===== src/clkcfg_defines.svh =====
// offsets, reset values, field positions and codes of the clock configuration block
`ifndef CLKCFG_DEFINES_SVH
`define CLKCFG_DEFINES_SVH
`define CLKCFG_IDX_RATE   8'h3B
`define CLKCFG_IDX_TRIM   8'h3C
`define CLKCFG_IDX_PLL    8'h3D
`define CLKCFG_IDX_PDIV   8'h3E
`define CLKCFG_IDX_STAT   8'h44
`define CLKCFG_IDX_ACT    8'h45
`define CLKCFG_RST_RATE   8'h7A
`define CLKCFG_RST_TRIM   8'h00
`define CLKCFG_RST_PLL    8'h00
`define CLKCFG_RST_PDIV   8'h08
`define CLKCFG_EXP_HI     7
`define CLKCFG_EXP_LO     5
`define CLKCFG_MAN_HI     4
`define CLKCFG_MAN_LO     0
`define CLKCFG_SEL_HI     7
`define CLKCFG_SEL_LO     4
`define CLKCFG_EN_BIT     3
`define CLKCFG_SLEEP_BIT  2
`define CLKCFG_FB_HI      1
`define CLKCFG_FB_LO      0
`define CLKCFG_MAN_OFS    13'h0021
`define CLKCFG_ONE        13'h0001
`define CLKCFG_FB_23      5'h17
`define CLKCFG_FB_27      5'h1B
`define CLKCFG_FB_28      5'h1C
`define CLKCFG_FB_CODE27  2'h1
`define CLKCFG_FB_CODE28  2'h2
`define CLKCFG_SEL_GPIO   4'h0
`define CLKCFG_SEL_PLL    4'h1
`define CLKCFG_SEL_LOW    4'h2
`define CLKCFG_SEL_HIGH   4'h3
`define CLKCFG_SEL_XTAL1  4'h4
`define CLKCFG_SEL_XTAL2  4'h5
`define CLKCFG_SEL_XTAL4  4'h6
`define CLKCFG_SEL_XTAL8  4'h7
`define CLKCFG_SEL_TMR0   4'h8
`define CLKCFG_SEL_TMR1   4'h9
`define CLKCFG_SEL_TMR2   4'hA
`define CLKCFG_SEL_TMR3   4'hB
`define CLKCFG_LAST_BIT   3'h7
`define CLKCFG_RESP_OKAY  2'h0
`define CLKCFG_RESP_SLV   2'h2
`endif


===== src/clkcfg_pkg.sv =====
// types shared by the clock configuration block
package clkcfg_pkg;
  typedef enum logic [1:0] {
    CLKCFG_IDLE  = 2'h0,
    CLKCFG_START = 2'h1,
    CLKCFG_DATA  = 2'h3,
    CLKCFG_STOP  = 2'h2
  } clkcfg_uart_state_t;
endpackage : clkcfg_pkg


===== src/clkcfg_bit_timer.sv =====
// uart bit period timer counting crystal edges
`timescale 1ns/10ps
`include "clkcfg_defines.svh"
module clkcfg_bit_timer
  import clkcfg_pkg::*;
(
  input  wire logic       aclk,
  input  wire logic       aresetn,
  input  wire logic       xtal_rise,
  input  wire logic       restart,
  input  wire logic [7:0] rate,
  output logic            bit_tick,
  output logic            mid_tick
);
  logic [12:0] cnt_reg;
  logic [12:0] cnt_next;
  logic [12:0] period;
  logic        at_end;

  function automatic logic [12:0] bit_period(input logic [7:0] r);
    logic [2:0]  e;
    logic [12:0] m;
    e = r[`CLKCFG_EXP_HI:`CLKCFG_EXP_LO];
    m = {8'h00, r[`CLKCFG_MAN_HI:`CLKCFG_MAN_LO]};
    if (e == 3'h0) begin
      bit_period = m + `CLKCFG_ONE;
    end else begin
      bit_period = (m + `CLKCFG_MAN_OFS) << (e - 3'h1);
    end
  endfunction : bit_period

  assign period   = bit_period(rate);
  assign at_end   = (cnt_reg == period - `CLKCFG_ONE);
  assign bit_tick = xtal_rise & at_end;
  assign mid_tick = xtal_rise & (cnt_reg == (period >> 1));
  assign cnt_next = restart ? 13'h0000 :
                    (xtal_rise ? (at_end ? 13'h0000 : cnt_reg + `CLKCFG_ONE) : cnt_reg);

  always_ff @(posedge aclk) begin
    if (!aresetn) begin
      cnt_reg <= 13'h0000;
    end else begin
      cnt_reg <= cnt_next;
    end
  end
endmodule : clkcfg_bit_timer


===== src/clkcfg_top.sv =====
// clock and serial rate configuration with host uart and clock pin mux
`timescale 1ns/10ps
`include "clkcfg_defines.svh"
module clkcfg_top
  import clkcfg_pkg::*;
(
  input  wire logic        aclk,
  input  wire logic        aresetn,
  input  wire logic [11:0] s_axi_awaddr,
  input  wire logic        s_axi_awvalid,
  output logic             s_axi_awready,
  input  wire logic [31:0] s_axi_wdata,
  input  wire logic [3:0]  s_axi_wstrb,
  input  wire logic        s_axi_wvalid,
  output logic             s_axi_wready,
  output logic [1:0]       s_axi_bresp,
  output logic             s_axi_bvalid,
  input  wire logic        s_axi_bready,
  input  wire logic [11:0] s_axi_araddr,
  input  wire logic        s_axi_arvalid,
  output logic             s_axi_arready,
  output logic [31:0]      s_axi_rdata,
  output logic [1:0]       s_axi_rresp,
  output logic             s_axi_rvalid,
  input  wire logic        s_axi_rready,
  input  wire logic        xtal_in,
  input  wire logic        pll_clk_in,
  input  wire logic [3:0]  timer_overflow,
  input  wire logic [7:0]  tx_data,
  input  wire logic        tx_valid,
  output logic             tx_ready,
  output logic             uart_tx,
  input  wire logic        uart_rx,
  output logic [7:0]       rx_data,
  output logic             rx_valid,
  output logic             rx_frame_error,
  input  wire logic        gpio_out,
  input  wire logic        gpio_oe,
  output logic             clock_output_pin_o,
  output logic             clock_output_pin_oe,
  output logic [7:0]       slow_osc_trim_value,
  output logic             pll_sleep,
  output logic [4:0]       pll_feedback_ratio,
  output logic [7:0]       pll_output_ratio
);
  // software registers
  logic [7:0] rate_reg;
  logic [7:0] trim_reg;
  logic [7:0] pll_reg;
  logic [7:0] pdiv_reg;
  logic [7:0] rate_act_reg;

  // pin synchronisers and level filters
  logic [2:0] xtal_sync_reg;
  logic [2:0] pll_sync_reg;
  logic [2:0] rx_sync_reg;
  logic       xtal_lvl_reg;
  logic       pll_lvl_reg;
  logic       rx_lvl_reg;
  logic [2:0] xtal_div_reg;
  logic [3:0] tmr_tgl_reg;

  function automatic logic filt(input logic [2:0] s, input logic held);
    filt = (s[1] == s[2]) ? s[2] : held;
  endfunction : filt

  wire xtal_lvl_next = filt(xtal_sync_reg, xtal_lvl_reg);
  wire xtal_rise     = xtal_lvl_next & ~xtal_lvl_reg;
  wire rx_lvl_next   = filt(rx_sync_reg, rx_lvl_reg);

  always_ff @(posedge aclk) begin
    if (!aresetn) begin
      xtal_sync_reg <= 3'h0;
      pll_sync_reg  <= 3'h0;
      rx_sync_reg   <= 3'h7;
      xtal_lvl_reg  <= 1'b0;
      pll_lvl_reg   <= 1'b0;
      rx_lvl_reg    <= 1'b1;
    end else begin
      xtal_sync_reg <= {xtal_sync_reg[1:0], xtal_in};
      pll_sync_reg  <= {pll_sync_reg[1:0], pll_clk_in};
      rx_sync_reg   <= {rx_sync_reg[1:0], uart_rx};
      xtal_lvl_reg  <= xtal_lvl_next;
      pll_lvl_reg   <= filt(pll_sync_reg, pll_lvl_reg);
      rx_lvl_reg    <= rx_lvl_next;
    end
  end

  // ---------------- axi4-lite slave ----------------
  logic        aw_full_reg;
  logic        w_full_reg;
  logic [7:0]  aw_idx_reg;
  logic [7:0]  w_byte_reg;
  logic        w_lane_reg;
  logic [7:0]  rd_byte;
  logic        rd_hit;
  logic        wr_hit;

  wire aw_take  = s_axi_awvalid & s_axi_awready;
  wire w_take   = s_axi_wvalid & s_axi_wready;
  wire ar_take  = s_axi_arvalid & s_axi_arready;
  wire do_write = aw_full_reg & w_full_reg & ~s_axi_bvalid;
  wire aw_full_next = (aw_full_reg | aw_take) & ~do_write;
  wire w_full_next  = (w_full_reg | w_take) & ~do_write;
  wire bvalid_next  = do_write | (s_axi_bvalid & ~s_axi_bready);
  wire rvalid_next  = ar_take | (s_axi_rvalid & ~s_axi_rready);
  wire [7:0] ar_idx = s_axi_araddr[9:2];
  wire upper_zero   = (s_axi_araddr[11:10] == 2'h0);
  wire aw_ok        = (s_axi_awaddr[11:10] == 2'h0);

  wire wr_rate = do_write & w_lane_reg & (aw_idx_reg == `CLKCFG_IDX_RATE);
  wire wr_trim = do_write & w_lane_reg & (aw_idx_reg == `CLKCFG_IDX_TRIM);
  wire wr_pll  = do_write & w_lane_reg & (aw_idx_reg == `CLKCFG_IDX_PLL);
  wire wr_pdiv = do_write & w_lane_reg & (aw_idx_reg == `CLKCFG_IDX_PDIV);

  always_comb begin
    if (aw_idx_reg == `CLKCFG_IDX_RATE || aw_idx_reg == `CLKCFG_IDX_TRIM) begin
      wr_hit = 1'b1;
    end else if (aw_idx_reg == `CLKCFG_IDX_PLL || aw_idx_reg == `CLKCFG_IDX_PDIV) begin
      wr_hit = 1'b1;
    end else if (aw_idx_reg == `CLKCFG_IDX_STAT || aw_idx_reg == `CLKCFG_IDX_ACT) begin
      wr_hit = 1'b1;
    end else begin
      wr_hit = 1'b0;
    end
  end

  // uart state, needed by status readback
  clkcfg_uart_state_t tx_state_reg;
  clkcfg_uart_state_t rx_state_reg;
  wire tx_idle = (tx_state_reg == CLKCFG_IDLE);
  wire rx_idle = (rx_state_reg == CLKCFG_IDLE);
  wire [7:0] stat_byte = {5'h00, (rate_reg != rate_act_reg), ~rx_idle, ~tx_idle};

  always_comb begin
    rd_hit = upper_zero;
    if (ar_idx == `CLKCFG_IDX_RATE) begin
      rd_byte = rate_reg;
    end else if (ar_idx == `CLKCFG_IDX_TRIM) begin
      rd_byte = trim_reg;
    end else if (ar_idx == `CLKCFG_IDX_PLL) begin
      rd_byte = pll_reg;
    end else if (ar_idx == `CLKCFG_IDX_PDIV) begin
      rd_byte = pdiv_reg;
    end else if (ar_idx == `CLKCFG_IDX_STAT) begin
      rd_byte = stat_byte;
    end else if (ar_idx == `CLKCFG_IDX_ACT) begin
      rd_byte = rate_act_reg;
    end else begin
      rd_byte = 8'h00;
      rd_hit  = 1'b0;
    end
  end

  always_ff @(posedge aclk) begin
    if (!aresetn) begin
      aw_full_reg   <= 1'b0;
      w_full_reg    <= 1'b0;
      aw_idx_reg    <= 8'h00;
      w_byte_reg    <= 8'h00;
      w_lane_reg    <= 1'b0;
      s_axi_awready <= 1'b1;
      s_axi_wready  <= 1'b1;
      s_axi_bvalid  <= 1'b0;
      s_axi_bresp   <= `CLKCFG_RESP_OKAY;
      s_axi_arready <= 1'b1;
      s_axi_rvalid  <= 1'b0;
      s_axi_rdata   <= 32'h0000_0000;
      s_axi_rresp   <= `CLKCFG_RESP_OKAY;
    end else begin
      aw_full_reg   <= aw_full_next;
      w_full_reg    <= w_full_next;
      s_axi_awready <= ~aw_full_next;
      s_axi_wready  <= ~w_full_next;
      s_axi_bvalid  <= bvalid_next;
      s_axi_arready <= ~rvalid_next;
      s_axi_rvalid  <= rvalid_next;
      if (aw_take) begin
        // bad addresses land on an undecoded index
        aw_idx_reg <= aw_ok ? s_axi_awaddr[9:2] : 8'hFF;
      end
      if (w_take) begin
        w_byte_reg <= s_axi_wdata[7:0];
        w_lane_reg <= s_axi_wstrb[0];
      end
      if (do_write) begin
        s_axi_bresp <= wr_hit ? `CLKCFG_RESP_OKAY : `CLKCFG_RESP_SLV;
      end
      if (ar_take) begin
        s_axi_rdata <= {24'h000000, rd_byte};
        s_axi_rresp <= rd_hit ? `CLKCFG_RESP_OKAY : `CLKCFG_RESP_SLV;
      end
    end
  end

  // ---------------- configuration registers ----------------
  wire rx_lvl_next_fall = rx_lvl_reg & ~rx_lvl_next;
  // adopt new rate only between characters
  wire rate_load = tx_idle & rx_idle & ~rx_lvl_next_fall;

  always_ff @(posedge aclk) begin
    if (!aresetn) begin
      rate_reg     <= `CLKCFG_RST_RATE;
      rate_act_reg <= `CLKCFG_RST_RATE;
      trim_reg     <= `CLKCFG_RST_TRIM;
      pll_reg      <= `CLKCFG_RST_PLL;
      pdiv_reg     <= `CLKCFG_RST_PDIV;
    end else begin
      if (wr_rate) begin
        rate_reg <= w_byte_reg;
      end
      if (wr_trim) begin
        trim_reg <= w_byte_reg;
      end
      if (wr_pll) begin
        pll_reg <= w_byte_reg;
      end
      // reserved low values kept as written
      if (wr_pdiv) begin
        pdiv_reg <= w_byte_reg;
      end
      if (rate_load) begin
        rate_act_reg <= rate_reg;
      end
    end
  end

  // ---------------- pll control outputs ----------------
  function automatic logic [4:0] fb_ratio(input logic [1:0] code);
    case (code)
      `CLKCFG_FB_CODE27: fb_ratio = `CLKCFG_FB_27;
      `CLKCFG_FB_CODE28: fb_ratio = `CLKCFG_FB_28;
      default:           fb_ratio = `CLKCFG_FB_23;
    endcase
  endfunction : fb_ratio

  // analog pll takes feedback and output ratios
  always_ff @(posedge aclk) begin
    if (!aresetn) begin
      slow_osc_trim_value <= `CLKCFG_RST_TRIM;
      pll_sleep           <= 1'b0;
      pll_feedback_ratio  <= `CLKCFG_FB_23;
      pll_output_ratio    <= `CLKCFG_RST_PDIV;
    end else begin
      // oscillator slows as this value rises
      slow_osc_trim_value <= trim_reg;
      pll_sleep           <= pll_reg[`CLKCFG_SLEEP_BIT];
      pll_feedback_ratio  <= fb_ratio(pll_reg[`CLKCFG_FB_HI:`CLKCFG_FB_LO]);
      pll_output_ratio    <= pdiv_reg;
    end
  end

  // ---------------- clock output pin ----------------
  wire [3:0] pin_sel = pll_reg[`CLKCFG_SEL_HI:`CLKCFG_SEL_LO];
  wire       pin_en  = pll_reg[`CLKCFG_EN_BIT];

  always_ff @(posedge aclk) begin
    if (!aresetn) begin
      xtal_div_reg <= 3'h0;
      tmr_tgl_reg  <= 4'h0;
    end else begin
      if (xtal_rise) begin
        xtal_div_reg <= xtal_div_reg + 3'h1;
      end
      tmr_tgl_reg <= tmr_tgl_reg ^ timer_overflow;
    end
  end

  logic pin_level;
  always_comb begin
    case (pin_sel)
      `CLKCFG_SEL_GPIO:  pin_level = gpio_out;
      `CLKCFG_SEL_PLL:   pin_level = pll_lvl_reg;
      `CLKCFG_SEL_LOW:   pin_level = 1'b0;
      `CLKCFG_SEL_HIGH:  pin_level = 1'b1;
      `CLKCFG_SEL_XTAL1: pin_level = xtal_lvl_reg;
      `CLKCFG_SEL_XTAL2: pin_level = xtal_div_reg[0];
      `CLKCFG_SEL_XTAL4: pin_level = xtal_div_reg[1];
      `CLKCFG_SEL_XTAL8: pin_level = xtal_div_reg[2];
      `CLKCFG_SEL_TMR0:  pin_level = tmr_tgl_reg[0];
      `CLKCFG_SEL_TMR1:  pin_level = tmr_tgl_reg[1];
      `CLKCFG_SEL_TMR2:  pin_level = tmr_tgl_reg[2];
      `CLKCFG_SEL_TMR3:  pin_level = tmr_tgl_reg[3];
      // reserved codes park the pin low
      default:           pin_level = 1'b0;
    endcase
  end

  always_ff @(posedge aclk) begin
    if (!aresetn) begin
      clock_output_pin_o  <= 1'b0;
      clock_output_pin_oe <= 1'b0;
    end else begin
      clock_output_pin_o  <= pin_level;
      // drive only when enabled; io mode follows gpio
      clock_output_pin_oe <= (pin_sel == `CLKCFG_SEL_GPIO) ? gpio_oe : pin_en;
    end
  end

  // ---------------- host uart ----------------
  logic       tx_tick;
  logic       rx_mid;
  logic [7:0] tx_shift_reg;
  logic [2:0] tx_cnt_reg;
  logic [7:0] rx_shift_reg;
  logic [2:0] rx_cnt_reg;

  wire tx_go    = tx_valid & tx_ready;
  wire rx_start = rx_idle & rx_lvl_next_fall;

  // no guard: faster settings stay host responsibility
  clkcfg_bit_timer u_tx_timer (
    .aclk      (aclk),
    .aresetn   (aresetn),
    .xtal_rise (xtal_rise),
    .restart   (tx_go),
    .rate      (rate_act_reg),
    .bit_tick  (tx_tick),
    .mid_tick  ()
  );

  clkcfg_bit_timer u_rx_timer (
    .aclk      (aclk),
    .aresetn   (aresetn),
    .xtal_rise (xtal_rise),
    .restart   (rx_start),
    .rate      (rate_act_reg),
    .bit_tick  (),
    .mid_tick  (rx_mid)
  );

  // start, eight data lsb first, stop
  always_ff @(posedge aclk) begin
    if (!aresetn) begin
      tx_state_reg <= CLKCFG_IDLE;
      tx_shift_reg <= 8'h00;
      tx_cnt_reg   <= 3'h0;
      uart_tx      <= 1'b1;
      tx_ready     <= 1'b1;
    end else begin
      case (tx_state_reg)
        CLKCFG_IDLE: begin
          if (tx_go) begin
            tx_shift_reg <= tx_data;
            uart_tx      <= 1'b0;
            tx_ready     <= 1'b0;
            tx_state_reg <= CLKCFG_START;
          end
        end
        CLKCFG_START: begin
          if (tx_tick) begin
            uart_tx      <= tx_shift_reg[0];
            tx_cnt_reg   <= 3'h0;
            tx_state_reg <= CLKCFG_DATA;
          end
        end
        CLKCFG_DATA: begin
          if (tx_tick) begin
            tx_cnt_reg <= tx_cnt_reg + 3'h1;
            if (tx_cnt_reg == `CLKCFG_LAST_BIT) begin
              uart_tx      <= 1'b1;
              tx_state_reg <= CLKCFG_STOP;
            end else begin
              uart_tx      <= tx_shift_reg[1];
              tx_shift_reg <= {1'b0, tx_shift_reg[7:1]};
            end
          end
        end
        default: begin
          if (tx_tick) begin
            tx_ready     <= 1'b1;
            tx_state_reg <= CLKCFG_IDLE;
          end
        end
      endcase
    end
  end

  // receiver samples at mid bit; a false start returns to idle
  always_ff @(posedge aclk) begin
    if (!aresetn) begin
      rx_state_reg   <= CLKCFG_IDLE;
      rx_shift_reg   <= 8'h00;
      rx_cnt_reg     <= 3'h0;
      rx_data        <= 8'h00;
      rx_valid       <= 1'b0;
      rx_frame_error <= 1'b0;
    end else begin
      rx_valid       <= 1'b0;
      rx_frame_error <= 1'b0;
      case (rx_state_reg)
        CLKCFG_IDLE: begin
          if (rx_start) begin
            rx_state_reg <= CLKCFG_START;
          end
        end
        CLKCFG_START: begin
          if (rx_mid) begin
            rx_cnt_reg   <= 3'h0;
            rx_state_reg <= rx_lvl_reg ? CLKCFG_IDLE : CLKCFG_DATA;
          end
        end
        CLKCFG_DATA: begin
          if (rx_mid) begin
            rx_shift_reg <= {rx_lvl_reg, rx_shift_reg[7:1]};
            rx_cnt_reg   <= rx_cnt_reg + 3'h1;
            if (rx_cnt_reg == `CLKCFG_LAST_BIT) begin
              rx_state_reg <= CLKCFG_STOP;
            end
          end
        end
        default: begin
          if (rx_mid) begin
            rx_data        <= rx_shift_reg;
            rx_valid       <= rx_lvl_reg;
            rx_frame_error <= ~rx_lvl_reg;
            rx_state_reg   <= CLKCFG_IDLE;
          end
        end
      endcase
    end
  end
endmodule : clkcfg_top


===== config.mk =====
export PLATFORM = sky130hd
export DESIGN_NAME = clkcfg_top
export DESIGN_NICKNAME = d
export VERILOG_FILES = /design/src/clkcfg_pkg.sv /design/src/clkcfg_bit_timer.sv /design/src/clkcfg_top.sv
export VERILOG_INCLUDE_DIRS = /design/src
export SDC_FILE = /design/constraint.sdc
export NUM_CORES = 1
export LEC_CHECK = 0
export BUFFER_PORTS_ARGS = -buffer_cell sky130_fd_sc_hd__buf_2
export CAP_MARGIN = 25
export CORE_MARGIN = 4
export CORE_UTILIZATION = 55
export DETAILED_ROUTE_END_ITERATION = 12
export PLACE_DENSITY = 0.79
export SETUP_SLACK_MARGIN = 0.1
export SLEW_MARGIN = 0
export SYNTH_ARGS = -nofsm -noshare
export SYNTH_HDL_FRONTEND = slang
export SYNTH_SLANG_ARGS = --single-unit

===== constraint.sdc =====
create_clock -name aclk -period 11.3 [get_ports aclk]
set_clock_uncertainty 0.05 [all_clocks]
set_input_delay 0.565 -clock aclk [delete_from_list [all_inputs] [get_ports aclk]]
set_output_delay 0.565 -clock aclk [all_outputs]
set_load 0.05 [all_outputs]

==> flow_summary.yaml <==
worst_setup_path:
  cp_top_family: "simple AND/OR/NAND/NOR gates"
  crit_path_start_kind: "register"
  crit_type: "reg -> reg"
  cp.arrival_ps: 5270
  worst-path-max-fanout: 29
  cp.required_ps: 11580
  cp_slowest_cell: "ha_1"
  crit_chain: "buf_4 -> inv_2 -> ha_1 -> nor2b_1 -> and3_1 -> nor4_1 -> nor2_1 -> nor3_1 -> nand3_1 -> a211o_1 -> nor2_1 -> a211oi_1 -> a211oi_1"
  worstSetupEndpointType: "register"
  cpPeakStageDelay_ps: 660
  r2r_start: "rate_act_reg[5]$_SDFFE_PN1P_"
  r2r_setup_slack_ps: 6310
  cp_num_buf_inv: 2
  r2r_end: "tx_shift_reg[1]$_SDFFE_PN0P_"
  r2r_cells: 13
floorplan:
  fp.dieH_um: 138
  die_x_um: 138
  num_rows: 47
  dieArea_um2: 19100
  start_util_pct: 56.2
  core_area_um2: 16600
  ios: 162
sta:
  finalCritPeriodShare_pct: 44.2
  finalSetupTns_ps: 0
  fmax_ghz: 0.200
  layout_min_cycle_time_ps: 4990
  timing.hold.ws_ps: 264
  drv_slew: 0
  hold_violations: 0
  setup_slack_ps: 6310
  worst_pin_slew_ps: 1170
  final-setup-viol-count: 0
  slew_headroom_pct: 21.4
  rsz0062_at_grt: "false"
clocking:
  cts_made_buffers: 17
  cts_resized: 0
  cts_tree: "yes"
  cts_setup_buffers: 0
  clkSlewWorstSetupHoldPaths_ps: 60
  cts_root_buffer: "clkbuf_16"
  h-tree-depth: 4
  cts.sinks: 179
  worstSkewPairLatency_ps: 430
  ctsHoldBuffers: 0
  clock_path_buffers: 2
grt:
  grt.overflow.total: 0
  grt_pass1_vias: 7475
  grt_pass1_wl_um: 36900
  grt_max_degree: 99
  grtUsageTotal_pct: 22.9
  antenna_found_initial: 0
pwr:
  ir_drop_mv: 0.115
  p_sw_mw: 0.340
  cellPowerDensity_nw_per_um2: 134
  p_leak_nw: 4.07
  p_comb_share_pct: 7.6
  p_int_mw: 1.05
  swShare_pct: 24.4
  power.share.clock_pct: 44.9
  seq_power_share_pct: 47.5
synthesis:
  synth_area_um2: 9320
  ys_async_sr_fraction_pct: 0
  synth_top_area_cell: "dfxtp_1"
  yosysSeqAreaShare_pct: 38.5
  postSynthAreaPerCell_um2: 8.42
  synth_cell_types: 89
  synth.most_common_cell: "dfxtp_1"
  synth_edf_count: 0
  synth.area.top_cells: "dfxtp_1 38%, mux2i_1 5.5%, nand2_1 5.4%, nor2_1 4.4%, xnor2_1 4.1%"
  yosys.area.top_type_share_pct: 38.5
  synth-seq-cells: 179
  yosysWarnings: 0
  synth_common_cells: "179 x dfxtp_1, 134 x nand2_1, 108 x nor2_1"
  synth_ff_type: "dfxtp_1"
  syn_inst: 1106
placed_design:
  port_buffers: 103
  dpl-instance-area_um2: 9750
  hpwl_um: 15700
  gp_congestion: 0.942
  place_ws_ps: 6460
hold_path:
  hp-class: "in -> reg"
  hold_depth: 2
  worstHoldEndpoint: "rx_sync_reg[0]$_SDFF_PN1_"
  hold_path.startpoint: "uart_rx"
finish:
  n_antenna_cell: 0
  layout-drive-gt1-share_pct: 14.7
  stdcell_area_um2: 10400
  syn_to_final_growth_pct: 11.3
  layout.nets: 1268
routing:
  drt-initial-drc-count: 766
  dr.pass1.iters: 5
  totalWireLength_um: 22500
  wl_per_cell_um: 16.0
  via_per_inst: 5.80
  ant_nets: 0
  drc: 0
  vias: 8135
outcome:
  status: "completed"
job:
  cap_violations: 0
[through the flow]
| stage | util (%) | power (mW) | instances |
|---|---|---|---|
| after global placement | 58.7 | 0.777 | 1369 |
| after global routing | 62.6 | 1.44 | 1402 |
| final | 62.6 | 1.39 | 1402 |
| after CTS | 62.6 | 1.40 | 1402 |
| after detailed placement | 58.8 | 0.779 | 1370 |
| after floorplan | - | 0.758 | 1131 |
[layout by cell type, fill, tap and decap left out, types with 5 or more instances in the layout]
master	count
and2_1	31
dfxtp_1	179
o211ai_1	6
mux2i_1	51
a31oi_1	6
a22oi_1	6
xor2_1	32
a211o_1	6
nand3_1	27
nand2b_1	10
o22ai_1	12
o21ai_0	32
nand3b_1	5
and3_1	14
inv_1	23
xnor2_1	44
nor2b_1	6
conb_1	27
or3_1	12
clkbuf_16	17
nand2_1	134
nor4_1	10
buf_2	103
nor3_1	29
nor2_1	108
a21oi_1	76
nand4_1	14
nor3b_1	8
a211oi_1	27
buf_4	7
ha_1	14
[power by group through the flow]
stage                     clock network, mW  registers (mW)  logic (mW)
after floorplan                           0           0.686      0.0721
after global placement                    0           0.674       0.104
after detailed placement                  0           0.674       0.105
after CTS                             0.633           0.660       0.106
after global routing                  0.660           0.662       0.115
final                                 0.624           0.660       0.106
[cell type report]
| type | count | area [µm²] |
|---|---|---|
| Sequential cell | 179 | 3580 |
| Clock inverter | 10 | 144 |
| Tap cell | 220 | 275 |
| Inverter | 25 | 93.8 |
| Fill cell | 1400 | 6210 |
| Multi-Input combinational cell | 836 | 5230 |
| Clock buffer | 22 | 484 |
| Timing Repair Buffer | 110 | 568 |
[how the worst max path moves through the flow]
stage	cells past startpoint	from	end
2_1_floorplan	15	rate_act_reg[5]$_SDFFE_PN1P_	tx_shift_reg[0]$_SDFFE_PN0P_
3_5_place_dp	13	rate_act_reg[5]$_SDFFE_PN1P_	u_tx_timer.cnt_reg[8]$_SDFFE_PP0P_
6_report	13	rate_act_reg[5]$_SDFFE_PN1P_	tx_shift_reg[1]$_SDFFE_PN0P_
4_1_cts	13	rate_act_reg[5]$_SDFFE_PN1P_	u_tx_timer.cnt_reg[3]$_SDFFE_PP0P_
3_3_place_gp	13	rate_act_reg[5]$_SDFFE_PN1P_	u_rx_timer.cnt_reg[3]$_SDFFE_PP0P_
5_1_grt	13	rate_act_reg[5]$_SDFFE_PN1P_	u_tx_timer.cnt_reg[3]$_SDFFE_PP0P_
[metal layers]
layer / track usage [%] / wire (µm)
met1: 31.2 / 10100
met2: 36.9 / 10500
met3: 4.28 / 1430
met4: 7.28 / 408
met5: 0 / 0
[cells by family (layout without fill, tap and decap cells)]
| family | Yosys count | in the layout | synth area share [%] |
|---|---|---|---|
| simple gates | 445 | 445 | 24.2 |
| compound gates | 218 | 218 | 15.2 |
| flops | 179 | 179 | 38.5 |
| buf+inv | 116 | 167 | 6.47 |
| xor+xnor | 79 | 79 | 7.73 |
| mux | 53 | 53 | 5.96 |
| fa+ha+maj | 14 | 14 | 1.88 |
| other cells | 2 | 27 | 0.0806 |
No activity file was read; power rests on OpenSTA's default activity.
